--- src/rtl/pcel_pkg.sv ---
// Purpose: Constants and types for the channel event latch bank
// Assumes: Four channels, two 4-pair port slots (ch1/2, ch3/4)
// Notes:   Shared by the design and the bench
package pcel_pkg;
   localparam int         NUM_CHAN      = 4;     // Channels per bank
   localparam int         REG_W         = 8;     // Register width
   // Command codes
   localparam logic [7:0] CMD_PWR_EV    = 8'h02; // Power events, plain
   localparam logic [7:0] CMD_PWR_EV_CR = 8'h03; // Power events, clearing
   localparam logic [7:0] CMD_DET_EV    = 8'h04; // Detect/class, plain
   localparam logic [7:0] CMD_DET_EV_CR = 8'h05; // Detect/class, clearing
   localparam logic [7:0] CMD_FLT_EV    = 8'h06; // Disc/overload, plain
   localparam logic [7:0] CMD_FLT_EV_CR = 8'h07; // Disc/overload, clearing
   localparam logic [7:0] CMD_STL_EV    = 8'h08; // Start/limit, plain
   localparam logic [7:0] CMD_STL_EV_CR = 8'h09; // Start/limit, clearing
   // Reset values
   localparam logic [7:0] EVENT_RESET   = 8'h00; // Event registers
   localparam logic [7:0] SUMMARY_RESET = 8'h00; // Summary vector
   localparam logic       INT_IDLE      = 1'b1;  // Interrupt released
   // Field positions
   localparam int         HI_LSB        = 4;     // Upper nibble start
   localparam int         LO_LSB        = 0;     // Lower nibble start
   // Summary / mask bit positions
   localparam int         MSK_PEC       = 0;     // Power enable change
   localparam int         MSK_DIS       = 2;     // Disconnect
   localparam int         MSK_DET       = 3;     // Detection
   localparam int         MSK_CLS       = 4;     // Classification
   localparam int         MSK_FLT       = 5;     // Overload or limit
   localparam int         MSK_STR       = 6;     // Start fault
   // Operating mode; 2'b11 is illegal and acts as manual
   typedef enum logic [1:0] {
      MODE_MANUAL = 2'b00,
      MODE_SEMI   = 2'b01,
      MODE_AUTO   = 2'b10
   } pcel_mode_t;
endpackage

--- src/rtl/pcel_event_latches.sv ---
// Purpose: Sticky per-channel event registers behind the command port
// Assumes: All inputs come from logic on clk; no synchronisers needed
// Notes:   Reads answer one cycle after the request; set beats clear
//          A clearing read and a new event in one cycle keep the event
//          4-pair merging holds early halves in a small wait flag
//          No long timers here; merged bits release at once
//          Overload and limit timers live outside this block
`timescale 1ns/1ps

// One sticky register: a set always beats a clear in the same cycle
module pcel_latch8 (
   input  wire logic                       clk,      // System clock
   input  wire logic                       sys_rst,  // Sync reset
   input  wire logic [pcel_pkg::REG_W-1:0] setBits,  // Event pulses
   input  wire logic [pcel_pkg::REG_W-1:0] clrBits,  // Clear requests
   output logic      [pcel_pkg::REG_W-1:0] q         // Latched events
);
   import pcel_pkg::*;

   logic [REG_W-1:0] bits_q;  // Stored events
   logic [REG_W-1:0] bits_d;  // Next stored events

   // New events stay latched past a clear
   assign bits_d = setBits | (bits_q & ~clrBits);
   assign q      = bits_q;

   // Storage; the reset value is the empty register
   // Every bit is written on every edge, no enable
   always_ff @(posedge clk) begin
      if (sys_rst) begin
         bits_q <= EVENT_RESET;
      end else begin
         bits_q <= bits_d;
      end
   end
endmodule

// Event latch bank for four channels
module pcel_event_latches (
   input  wire logic                          clk,
   input  wire logic                          sys_rst,
   // Command port from the serial interface engine
   input  wire logic                          rdReq,
   input  wire logic [7:0]                    rdCode,
   output logic      [7:0]                    rdData,
   output logic                               rdAck,
   output logic                               rdMiss,
   // Port configuration
   input  wire pcel_pkg::pcel_mode_t          opMode,
   input  wire logic [1:0]                    fourPair,
   input  wire logic [1:0]                    dualSig,
   input  wire logic                          classChangeOnly,
   input  wire logic                          detectChangeOnly,
   input  wire logic [7:0]                    irqMask,
   // Per-channel status; events are one-cycle pulses
   // Switching a channel off empties its bits in three banks
   input  wire logic [pcel_pkg::NUM_CHAN-1:0] chanOff,
   input  wire logic [pcel_pkg::NUM_CHAN-1:0] powerOnPending,
   input  wire logic [pcel_pkg::NUM_CHAN-1:0] detectDone,
   input  wire logic [pcel_pkg::NUM_CHAN-1:0] detectChanged,
   input  wire logic [pcel_pkg::NUM_CHAN-1:0] classDone,
   input  wire logic [pcel_pkg::NUM_CHAN-1:0] classChanged,
   input  wire logic [pcel_pkg::NUM_CHAN-1:0] disconnectSeen,
   input  wire logic [pcel_pkg::NUM_CHAN-1:0] overloadTimeout,
   input  wire logic [pcel_pkg::NUM_CHAN-1:0] overloadShutdownOff,
   input  wire logic [pcel_pkg::NUM_CHAN-1:0] currentHoldTimeout,
   input  wire logic [pcel_pkg::NUM_CHAN-1:0] inrushTimeout,
   input  wire logic [pcel_pkg::NUM_CHAN-1:0] discoveryInvalid,
   input  wire logic [pcel_pkg::NUM_CHAN-1:0] powerEnableChange,
   // Re-power request for one half of a dual-signature port
   input  wire logic [pcel_pkg::NUM_CHAN-1:0] powerOnRequest,
   input  wire logic [pcel_pkg::NUM_CHAN-1:0] discoveryValid,
   input  wire logic [pcel_pkg::NUM_CHAN-1:0] allocationOk,
   output logic      [pcel_pkg::NUM_CHAN-1:0] powerOnGrant,
   output logic      [pcel_pkg::NUM_CHAN-1:0] overloadShutdown,
   // Interrupt side
   output logic      [7:0]                    irqSummary,
   output logic                               int_n
);
   import pcel_pkg::*;

   // Channel-wide views of the per-port settings
   logic [NUM_CHAN-1:0] fourPairCh;     // Channel is half of a 4-pair port
   logic [NUM_CHAN-1:0] dualCh;         // 4-pair port, dual signature
   logic [NUM_CHAN-1:0] singleCh;       // 4-pair port, single signature
   logic [NUM_CHAN-1:0] pendPairCh;     // Power request pending on port
   logic                isAuto;         // Auto mode
   logic                isSemi;         // Semi-auto mode

   // Discovery event shaping
   logic [NUM_CHAN-1:0] indepCh;        // Bits set per channel
   logic [NUM_CHAN-1:0] detMergeCh;     // Detect bits wait for partner
   logic [NUM_CHAN-1:0] clsMergeCh;     // Class bits wait for partner

   // Qualified events after the change-only settings
   logic [NUM_CHAN-1:0] detEvent;       // Qualified detect event
   logic [NUM_CHAN-1:0] clsEvent;       // Qualified class event

   // Partner wait bookkeeping
   logic [NUM_CHAN-1:0] detHave;        // Detect ready this channel
   logic [NUM_CHAN-1:0] clsHave;        // Class ready this channel
   logic [NUM_CHAN-1:0] detRelease;     // Both halves ready
   logic [NUM_CHAN-1:0] clsRelease;     // Both halves ready

   // Bits handed to the detect/class register
   logic [NUM_CHAN-1:0] detSet;         // Detect bits to set
   logic [NUM_CHAN-1:0] clsSet;         // Class bits to set

   // Wait flags, cleared when the channel goes off
   logic [NUM_CHAN-1:0] detPend_q;      // Detect waiting for partner
   logic [NUM_CHAN-1:0] detPend_d;
   logic [NUM_CHAN-1:0] clsPend_q;      // Class waiting for partner
   logic [NUM_CHAN-1:0] clsPend_d;

   // Fault shaping
   logic [NUM_CHAN-1:0] discSet;        // Disconnect bits to set
   logic [NUM_CHAN-1:0] startSet;       // Start fault bits to set

   // Register set and clear vectors
   logic [REG_W-1:0]    offMask;        // Bits of channels switched off

   // Set vectors, one per register
   logic [REG_W-1:0]    detBankSet;     // Detect/class sets
   logic [REG_W-1:0]    fltBankSet;     // Disconnect/overload sets
   logic [REG_W-1:0]    stlBankSet;     // Start/limit sets
   logic [REG_W-1:0]    pecBankSet;     // Enable change sets

   // Clear vectors, one per register
   logic [REG_W-1:0]    detBankClr;     // Detect/class clears
   logic [REG_W-1:0]    fltBankClr;     // Disconnect/overload clears
   logic [REG_W-1:0]    stlBankClr;     // Start/limit clears
   logic [REG_W-1:0]    pecBankClr;     // Enable change clears

   // Register contents as stored
   logic [REG_W-1:0]    detBank;        // Detect/class register
   logic [REG_W-1:0]    fltBank;        // Disconnect/overload register
   logic [REG_W-1:0]    stlBank;        // Start/limit register
   logic [REG_W-1:0]    pecBank;        // Power enable change register

   // Command decode
   logic                hitDet;         // Code names detect/class bank
   logic                hitFlt;         // Code names fault bank
   logic                hitStl;         // Code names start/limit bank
   logic                hitPec;         // Code names enable change bank
   logic                hitAny;         // Code is mapped

   // Clearing read strobes, qualified by the request
   logic                clrDet;         // Clearing read of each bank
   logic                clrFlt;
   logic                clrStl;
   logic                clrPec;
   logic [7:0]          rdSel;          // Selected read data

   // Outputs and their next values
   // Read answer: byte, acknowledge, miss
   logic [7:0]          rdData_q;
   logic [7:0]          rdData_d;
   logic                rdAck_q;
   logic                rdMiss_q;

   // Interrupt side
   logic [7:0]          irqSummary_q;
   logic [7:0]          irqSummary_d;
   logic                intN_q;
   logic                intN_d;

   // Channel control
   logic [NUM_CHAN-1:0] powerOnGrant_q;
   logic [NUM_CHAN-1:0] powerOnGrant_d;
   logic [NUM_CHAN-1:0] ovlShut_q;
   logic [NUM_CHAN-1:0] ovlShut_d;

   // Swap each channel with its 4-pair partner
   // Channel 1 pairs with 2 and channel 3 with 4
   // Used for the pending request, for waiting and for spreading a disconnect
   function automatic logic [NUM_CHAN-1:0] partner(
      input logic [NUM_CHAN-1:0] v
   );
      partner = {v[2], v[3], v[0], v[1]};
   endfunction

   // Port settings spread per channel
   assign fourPairCh = {{2{fourPair[1]}}, {2{fourPair[0]}}};
   assign dualCh     = fourPairCh & {{2{dualSig[1]}}, {2{dualSig[0]}}};
   assign singleCh   = fourPairCh & ~dualCh;
   assign pendPairCh = powerOnPending | partner(powerOnPending);
   assign isAuto     = (opMode == MODE_AUTO);
   assign isSemi     = (opMode == MODE_SEMI);

   // Which channels report on their own
   // Plain 2-pair channels, a pending request or dual auto mode
   assign indepCh    = ~fourPairCh | pendPairCh
                     | (dualCh & {NUM_CHAN{isAuto}});
   assign detMergeCh = ~indepCh;
   // Only dual semi-auto discovery merges class bits
   assign clsMergeCh = ~indepCh & dualCh & {NUM_CHAN{isSemi}};

   // Any cycle, or only a change of result
   assign detEvent = detectDone
                   & (~{NUM_CHAN{detectChangeOnly}} | detectChanged);
   assign clsEvent = classDone
                   & (~{NUM_CHAN{classChangeOnly}} | classChanged);

   // Partner wait: release both halves in the same cycle
   assign detHave    = detEvent | detPend_q;
   assign clsHave    = clsEvent | clsPend_q;
   assign detRelease = detHave & partner(detHave) & detMergeCh;
   assign clsRelease = clsHave & partner(clsHave) & clsMergeCh;
   // Single signature: class bit only where classified
   assign detSet = (detEvent & ~detMergeCh) | detRelease;
   assign clsSet = (clsEvent & ~clsMergeCh) | clsRelease;
   assign detPend_d = detHave & detMergeCh & ~detRelease & ~chanOff;
   assign clsPend_d = clsHave & clsMergeCh & ~clsRelease & ~chanOff;

   // Disconnect spreads to both halves of a single signature port
   // Dual signature halves keep their own disconnects
   assign discSet = disconnectSeen
                  | (partner(disconnectSeen) & singleCh);
   // Auto mode hides start faults from invalid discovery
   assign startSet = inrushTimeout
                   & ~({NUM_CHAN{isAuto}} & discoveryInvalid);

   // Bank set vectors; merged or spread 4-pair halves update together
   // Upper nibble first, lower nibble second
   assign detBankSet = {clsSet, detSet};
   assign fltBankSet = {discSet, overloadTimeout};
   assign stlBankSet = {currentHoldTimeout, startSet};
   assign pecBankSet = {{NUM_CHAN{1'b0}}, powerEnableChange};

   // Command decode
   assign hitDet = (rdCode == CMD_DET_EV) | (rdCode == CMD_DET_EV_CR);
   assign hitFlt = (rdCode == CMD_FLT_EV) | (rdCode == CMD_FLT_EV_CR);
   assign hitStl = (rdCode == CMD_STL_EV) | (rdCode == CMD_STL_EV_CR);
   assign hitPec = (rdCode == CMD_PWR_EV) | (rdCode == CMD_PWR_EV_CR);
   assign hitAny = hitDet | hitFlt | hitStl | hitPec;
   assign clrDet = rdReq & (rdCode == CMD_DET_EV_CR);
   assign clrFlt = rdReq & (rdCode == CMD_FLT_EV_CR);
   assign clrStl = rdReq & (rdCode == CMD_STL_EV_CR);
   assign clrPec = rdReq & (rdCode == CMD_PWR_EV_CR);

   // Clears: switched-off channel or clearing read
   // The enable change bank is not emptied by a channel going off
   assign offMask    = {chanOff, chanOff};
   assign detBankClr = offMask | {REG_W{clrDet}};
   // Overload timers live elsewhere and see no clear
   assign fltBankClr = offMask | {REG_W{clrFlt}};
   assign stlBankClr = offMask | {REG_W{clrStl}};
   assign pecBankClr = {REG_W{clrPec}};

   // Both codes of a bank return the same contents
   assign rdSel = hitDet ? detBank
                : hitFlt ? fltBank
                : hitStl ? stlBank
                : hitPec ? pecBank
                : EVENT_RESET;
   assign rdData_d = rdReq ? rdSel : rdData_q;

   // Summary vector in mask bit order
   // Each group counts this edge's sets and what survives clears
   // Bits 1 and 7 have no source in this block
   always_comb begin
      irqSummary_d          = SUMMARY_RESET;
      irqSummary_d[MSK_PEC] = |pecBankSet[NUM_CHAN-1:0]
                            | |(pecBank[NUM_CHAN-1:0] & ~pecBankClr[3:0]);
      irqSummary_d[MSK_DIS] = |fltBankSet[7:4]
                            | |(fltBank[7:4] & ~fltBankClr[7:4]);
      irqSummary_d[MSK_DET] = |detBankSet[3:0]
                            | |(detBank[3:0] & ~detBankClr[3:0]);
      irqSummary_d[MSK_CLS] = |detBankSet[7:4]
                            | |(detBank[7:4] & ~detBankClr[7:4]);
      irqSummary_d[MSK_FLT] = |fltBankSet[3:0] | |stlBankSet[7:4]
                            | |(fltBank[3:0] & ~fltBankClr[3:0])
                            | |(stlBank[7:4] & ~stlBankClr[7:4]);
      irqSummary_d[MSK_STR] = |stlBankSet[3:0]
                            | |(stlBank[3:0] & ~stlBankClr[3:0]);
   end

   // Interrupt pin follows masked summary; clearing read drops it
   // Using the next summary releases the pin with the acknowledge
   assign intN_d = ~|(irqSummary_d & irqMask);

   // Re-power of one dual half needs valid discovery and power budget
   assign powerOnGrant_d = powerOnRequest
                         & (~dualCh | (discoveryValid & allocationOk));
   // Shutdown only where overload shutdown is enabled
   assign ovlShut_d = overloadTimeout & ~overloadShutdownOff;

   // Four event registers
   // Detect/class register
   pcel_latch8 uDetBank (
      .clk     (clk),
      .sys_rst (sys_rst),
      .setBits (detBankSet),
      .clrBits (detBankClr),
      .q       (detBank)
   );

   // Disconnect/overload register
   pcel_latch8 uFltBank (
      .clk     (clk),
      .sys_rst (sys_rst),
      .setBits (fltBankSet),
      .clrBits (fltBankClr),
      .q       (fltBank)
   );

   // Start/limit register
   pcel_latch8 uStlBank (
      .clk     (clk),
      .sys_rst (sys_rst),
      .setBits (stlBankSet),
      .clrBits (stlBankClr),
      .q       (stlBank)
   );

   // Power enable change register
   pcel_latch8 uPecBank (
      .clk     (clk),
      .sys_rst (sys_rst),
      .setBits (pecBankSet),
      .clrBits (pecBankClr),
      .q       (pecBank)
   );

   // Partner-wait flags
   // A half that finished first waits here for its partner
   always_ff @(posedge clk) begin
      if (sys_rst) begin
         detPend_q <= '0;
         clsPend_q <= '0;
      end else begin
         detPend_q <= detPend_d;
         clsPend_q <= clsPend_d;
      end
   end

   // Read answer: data, acknowledge, miss flag
   // Unmapped codes answer with a zero byte and a miss
   always_ff @(posedge clk) begin
      if (sys_rst) begin
         rdData_q <= EVENT_RESET;
         rdAck_q  <= 1'b0;
         rdMiss_q <= 1'b0;
      end else begin
         rdData_q <= rdData_d;
         rdAck_q  <= rdReq;
         rdMiss_q <= rdReq & ~hitAny;
      end
   end

   // Interrupt, summary and channel control outputs
   always_ff @(posedge clk) begin
      if (sys_rst) begin
         irqSummary_q   <= SUMMARY_RESET;
         intN_q         <= INT_IDLE;
         powerOnGrant_q <= '0;
         ovlShut_q      <= '0;
      end else begin
         irqSummary_q   <= irqSummary_d;
         intN_q         <= intN_d;
         powerOnGrant_q <= powerOnGrant_d;
         ovlShut_q      <= ovlShut_d;
      end
   end

   // Output drive
   // Every output comes straight from a flip-flop
   assign rdData           = rdData_q;
   assign rdAck            = rdAck_q;
   assign rdMiss           = rdMiss_q;
   assign irqSummary       = irqSummary_q;
   assign int_n            = intN_q;
   assign powerOnGrant     = powerOnGrant_q;
   assign overloadShutdown = ovlShut_q;
endmodule

--- config.mk ---
export PLATFORM = sky130hd
export DESIGN_NAME = pcel_event_latches
export DESIGN_NICKNAME = d
export VERILOG_FILES = /design/src/rtl/pcel_pkg.sv /design/src/rtl/pcel_event_latches.sv
export SDC_FILE = /design/constraint.sdc
export NUM_CORES = 1
export LEC_CHECK = 0
export ABC_AREA = 1
export BUFFER_PORTS_ARGS = -buffer_cell sky130_fd_sc_hd__buf_2
export CORE_MARGIN = 4
export CORE_UTILIZATION = 48
export DETAILED_ROUTE_END_ITERATION = 6
export PLACE_DENSITY_LB_ADDON = 0.08
export SLEW_MARGIN = 20
export SYNTH_ARGS = -nofsm -noshare
export SYNTH_HDL_FRONTEND = slang
export SYNTH_SLANG_ARGS = --single-unit
--- constraint.sdc ---
create_clock -name clk -period 1.9 [get_ports clk]
set_input_delay 0.38 -clock clk [delete_from_list [all_inputs] [get_ports clk]]
set_output_delay 0.38 -clock clk [all_outputs]
set_load 0.01 [all_outputs]
==> summary.md <==
The count of yosys warnings during synthesis was 0; the count of flip-flops with a built-in enable after synthesis was 0. Ratio of cells with drive above 1 in the final layout: 0.285. The tools report the category of the worst setup path capture point as a register. In this run, the number of DRC markers left after iteration 0 of detailed routing was 173.

The congestion estimate from routability-driven global placement came to 0.890. The endpoint identified for the worst register-to-register timing path is int_n$_SDFF_PP1_. Walking the worst path, the cells encountered are buf_2 -> nor2_1 -> nand2_1 -> inv_2 -> nand3_2 -> buf_4 -> nand3_1 -> nand2_1 -> nor2_1 -> nand3_1 -> nand2_1 -> nand2_1 -> inv_1 -> nand2_1 -> nand2_1. The number of primary I/O pins was 118; the cell depth of the worst flop-to-flop path was 13.

Once the clock tree was built, the setup fixing pass inserted 0 buffers. The critical path required time is 2190 ps, and the post-CTS clock slew at the launch and capture registers of the worst setup and hold paths is 70 ps. The logs give 0.443 for the sequential area share after synthesis and 540 ps for the slack of the worst reg-to-reg path. The proportion of register bits with asynchronous set or reset after synthesis is 0.

The area inside the core boundary came out at 0.00592 mm2. The run gives 3 as the number of H-tree branching levels. In this run the worst hold path is classified as in2reg. The tools report the initial core utilization as 0.496. The tools report the via count of the first global-routing pass as 3105.

Across the run, the number of max-cap violations was 0. The number of distinct library cells after synthesis is 31. The worst clock skew on the final layout is 9.59 ps, and the power density over the cells is 783 mW/mm2.

For this run, the number of standard cells in the final layout without fillers is 630. The most repeated library cell on the critical path is sky130_fd_sc_hd__nand2_1. Floorplan row count: 28. The proportion of netlist area held by the largest area contributor was 0.443; the number of nets with antenna violations after routing was 0.

The dominant synthesized flop cell is sky130_fd_sc_hd__dfxtp_1. The area growth from synthesis to layout is 32.7%. The residual overflow from global routing came out at 0. The area of the mapped netlist is 0.00294 mm2.

Entering global routing, the biggest net connects 41 pins. The count of instances resized after the clock tree is built was 0. The number of antenna diodes in the final layout is 0. For the overall routing resource usage, the log shows 0.241. For the maximum buffer depth of the clock tree, the log shows 2.

Leaving out fill and tap cells, the most frequent cells in the layout are 113 x sky130_fd_sc_hd__buf_2, 95 x sky130_fd_sc_hd__nand2_1, 65 x sky130_fd_sc_hd__dfxtp_1. For the total detailed-routing wirelength, the log shows 8710 um. After technology mapping, the gate count stands at 415. The floorplan step defined a die boundary enclosing 0.00743 mm2. Floorplan die width: 86.2 um. The flop and latch count out of synthesis is 65.

The fraction of the cycle the final worst path needs came out at 0.785. The run finished with clean final reports. The tools report the number of antenna violations at the first check in global routing as 0. The startpoint-to-endpoint class of the critical path is in2reg.

The final layout contains 641 nets. For the reported leakage power, the log shows 2.02 nW. Setup repair after global routing left no endpoint under its margin. The tree is rooted in a sky130_fd_sc_hd__clkbuf_8.

The worst path in the final design needs a cycle of 1490 ps, including I/O delays and setup. The first global-routing pass estimated 14100 um of wire. The tools report the startpoint of the most critical hold path as overloadShutdownOff[3].

For this run, the top clock speed supported by timing is 0.671 GHz. Clock latency on the worst-skew pair: 350 ps. The tools report the HPWL after detailed placement as 6720 um. The reg-to-reg critical path startpoint is clsPend_q[3]$_SDFF_PP0_.

The tools report the number of CTS-inserted buffers as 9. Leaving out fill and tap cells, the most frequent cell in the layout is sky130_fd_sc_hd__buf_2. The setup total negative slack was 0 ps. The largest individual stage delay along the critical path comes from the cell sky130_fd_sc_hd__buf_4. The tools report the worst path arrival time as 1790 ps. The worst IR drop on VDD came out at 0.518 mV. The mean post-synth cell area came out at 7.07 um2. The die is 86.2 um tall. TritonCTS built the clock tree. After synthesis, the cell types taking the most area are sky130_fd_sc_hd__dfxtp_1 44%, sky130_fd_sc_hd__nand2_1 12%, sky130_fd_sc_hd__nand3_1 8.4%.

Buffers placed on the I/O ports in this run total 113. Setup violations remaining at the end of the flow were counted as 0. In the routed layout, each cell is associated on average with a via count of 5.18.

The worst hold path cell count is 2, and the final count of hold timing violations is 0. The cell taking the most area after synthesis was sky130_fd_sc_hd__dfxtp_1. The peak per-stage delay on the critical path came out at 200 ps. Peak fanout along the critical path: 7.

The worst setup path is launched from an input pin. The number of sinks on the clock net is 65, and the average wire length per cell after detail routing is 13.8 um. The routed layout has 3263 vias. The first TritonRoute pass finished after 5 iterations.

On the critical path the largest part of the delay comes from simple AND/OR/NAND/NOR gates. The number of buffers inserted for hold repair after clock tree synthesis was 0; the number of pins with negative max-slew slack in the final report was 0. The critical path buffer and inverter count was 4; the total DRC errors in the routed layout was 0. The total instance count after detailed placement is 614.

The worst hold path terminates at overloadShutdown[3]$_SDFF_PP0_.
## flip-flops by register name (all words and copies together) (netlist names)
name	cells
uPecBank.q	8
irqSummary	6
clsPend_q	4
powerOnGrant	4
rdMiss	1
uStlBank.q	8
uFltBank.q	8
overloadShutdown	4
rdAck	1
rdData	8
int_n	1
detPend_q	4
uDetBank.q	8
## through the flow
step                      power, mW  utilization  hold WS (ps)  setup WS (ps)  cell area (um2)
after floorplan                1.70            -           424            436             2940
after global placement         1.89        0.625           433            110             3700
after detailed placement       1.90        0.625           437           70.5             3700
after CTS                      3.06        0.658           175            412             3900
after global routing           3.19        0.658           186            151             3900
final                          3.05        0.658           181            409             3900
## per-layer routing
metal | track usage | share of wire | up-vias
met4 | 0.0935 | 0.015 | 0
met2 | 0.376 | 0.45 | 138
met3 | 0.0542 | 0.084 | 16
met1 | 0.326 | 0.45 | 1467
met5 | 0 | 0 | -
li1 | - | - | 1642
## kinds of logic after synthesis
family | count (synthesis) | share of synthesized area
and+or+nand+nor | 202 | 0.307
AOI/OAI and AO/OA | 76 | 0.155
buffers and inverters | 71 | 0.0933
DFF | 65 | 0.443
other | 1 | 0.00128
## report_power, final
group	leakage [nW]	total [mW]	internal [mW]	switching, mW
Combinational	1.39	0.408	0.177	0.232
Sequential	0.538	1.47	1.43	0.0355
Clock	0.0953	1.17	0.637	0.537
## final cells by class
type	count	area (um2)
Fill cell	570	2020
Multi-Input combinational cell	280	1360
Sequential cell	65	1300
Timing Repair Buffer	132	708
Inverter	62	233
Clock buffer	11	141
Tap cell	75	93.8
Clock inverter	5	55.1
## synth_stat cells (2+ instances only)
library cell and number:
sky130_fd_sc_hd__nand2_1 95, sky130_fd_sc_hd__dfxtp_1 65, sky130_fd_sc_hd__inv_1 59, sky130_fd_sc_hd__nand3_1 49, sky130_fd_sc_hd__nor2_1 32, sky130_fd_sc_hd__a21oi_1 29
sky130_fd_sc_hd__a31oi_1 13, sky130_fd_sc_hd__o21ai_0 13, sky130_fd_sc_hd__nor3_1 12, sky130_fd_sc_hd__a22oi_1 7, sky130_fd_sc_hd__clkbuf_1 7, sky130_fd_sc_hd__o211ai_1 5
sky130_fd_sc_hd__inv_2 3, sky130_fd_sc_hd__nand3_2 3, sky130_fd_sc_hd__a21o_1 2, sky130_fd_sc_hd__a41oi_1 2, sky130_fd_sc_hd__buf_4 2, sky130_fd_sc_hd__nand4_1 2
sky130_fd_sc_hd__nor3b_1 2, sky130_fd_sc_hd__o21bai_1 2
## worst max-delay path by stage
stage / start / end / slack (ps) / depth (start not counted)
after floorplan: rdCode[5] / rdData[6]$_SDFFE_PP0P_ / 440 / 9
after global placement: rdCode[5] / int_n$_SDFF_PP1_ / 110 / 15
after detailed placement: opMode[1] / int_n$_SDFF_PP1_ / 70 / 15
after CTS: rdCode[5] / int_n$_SDFF_PP1_ / 410 / 15
after global routing: rdReq / int_n$_SDFF_PP1_ / 150 / 13
final: rdCode[5] / int_n$_SDFF_PP1_ / 410 / 15
Power figures use the tool's default switching activity.
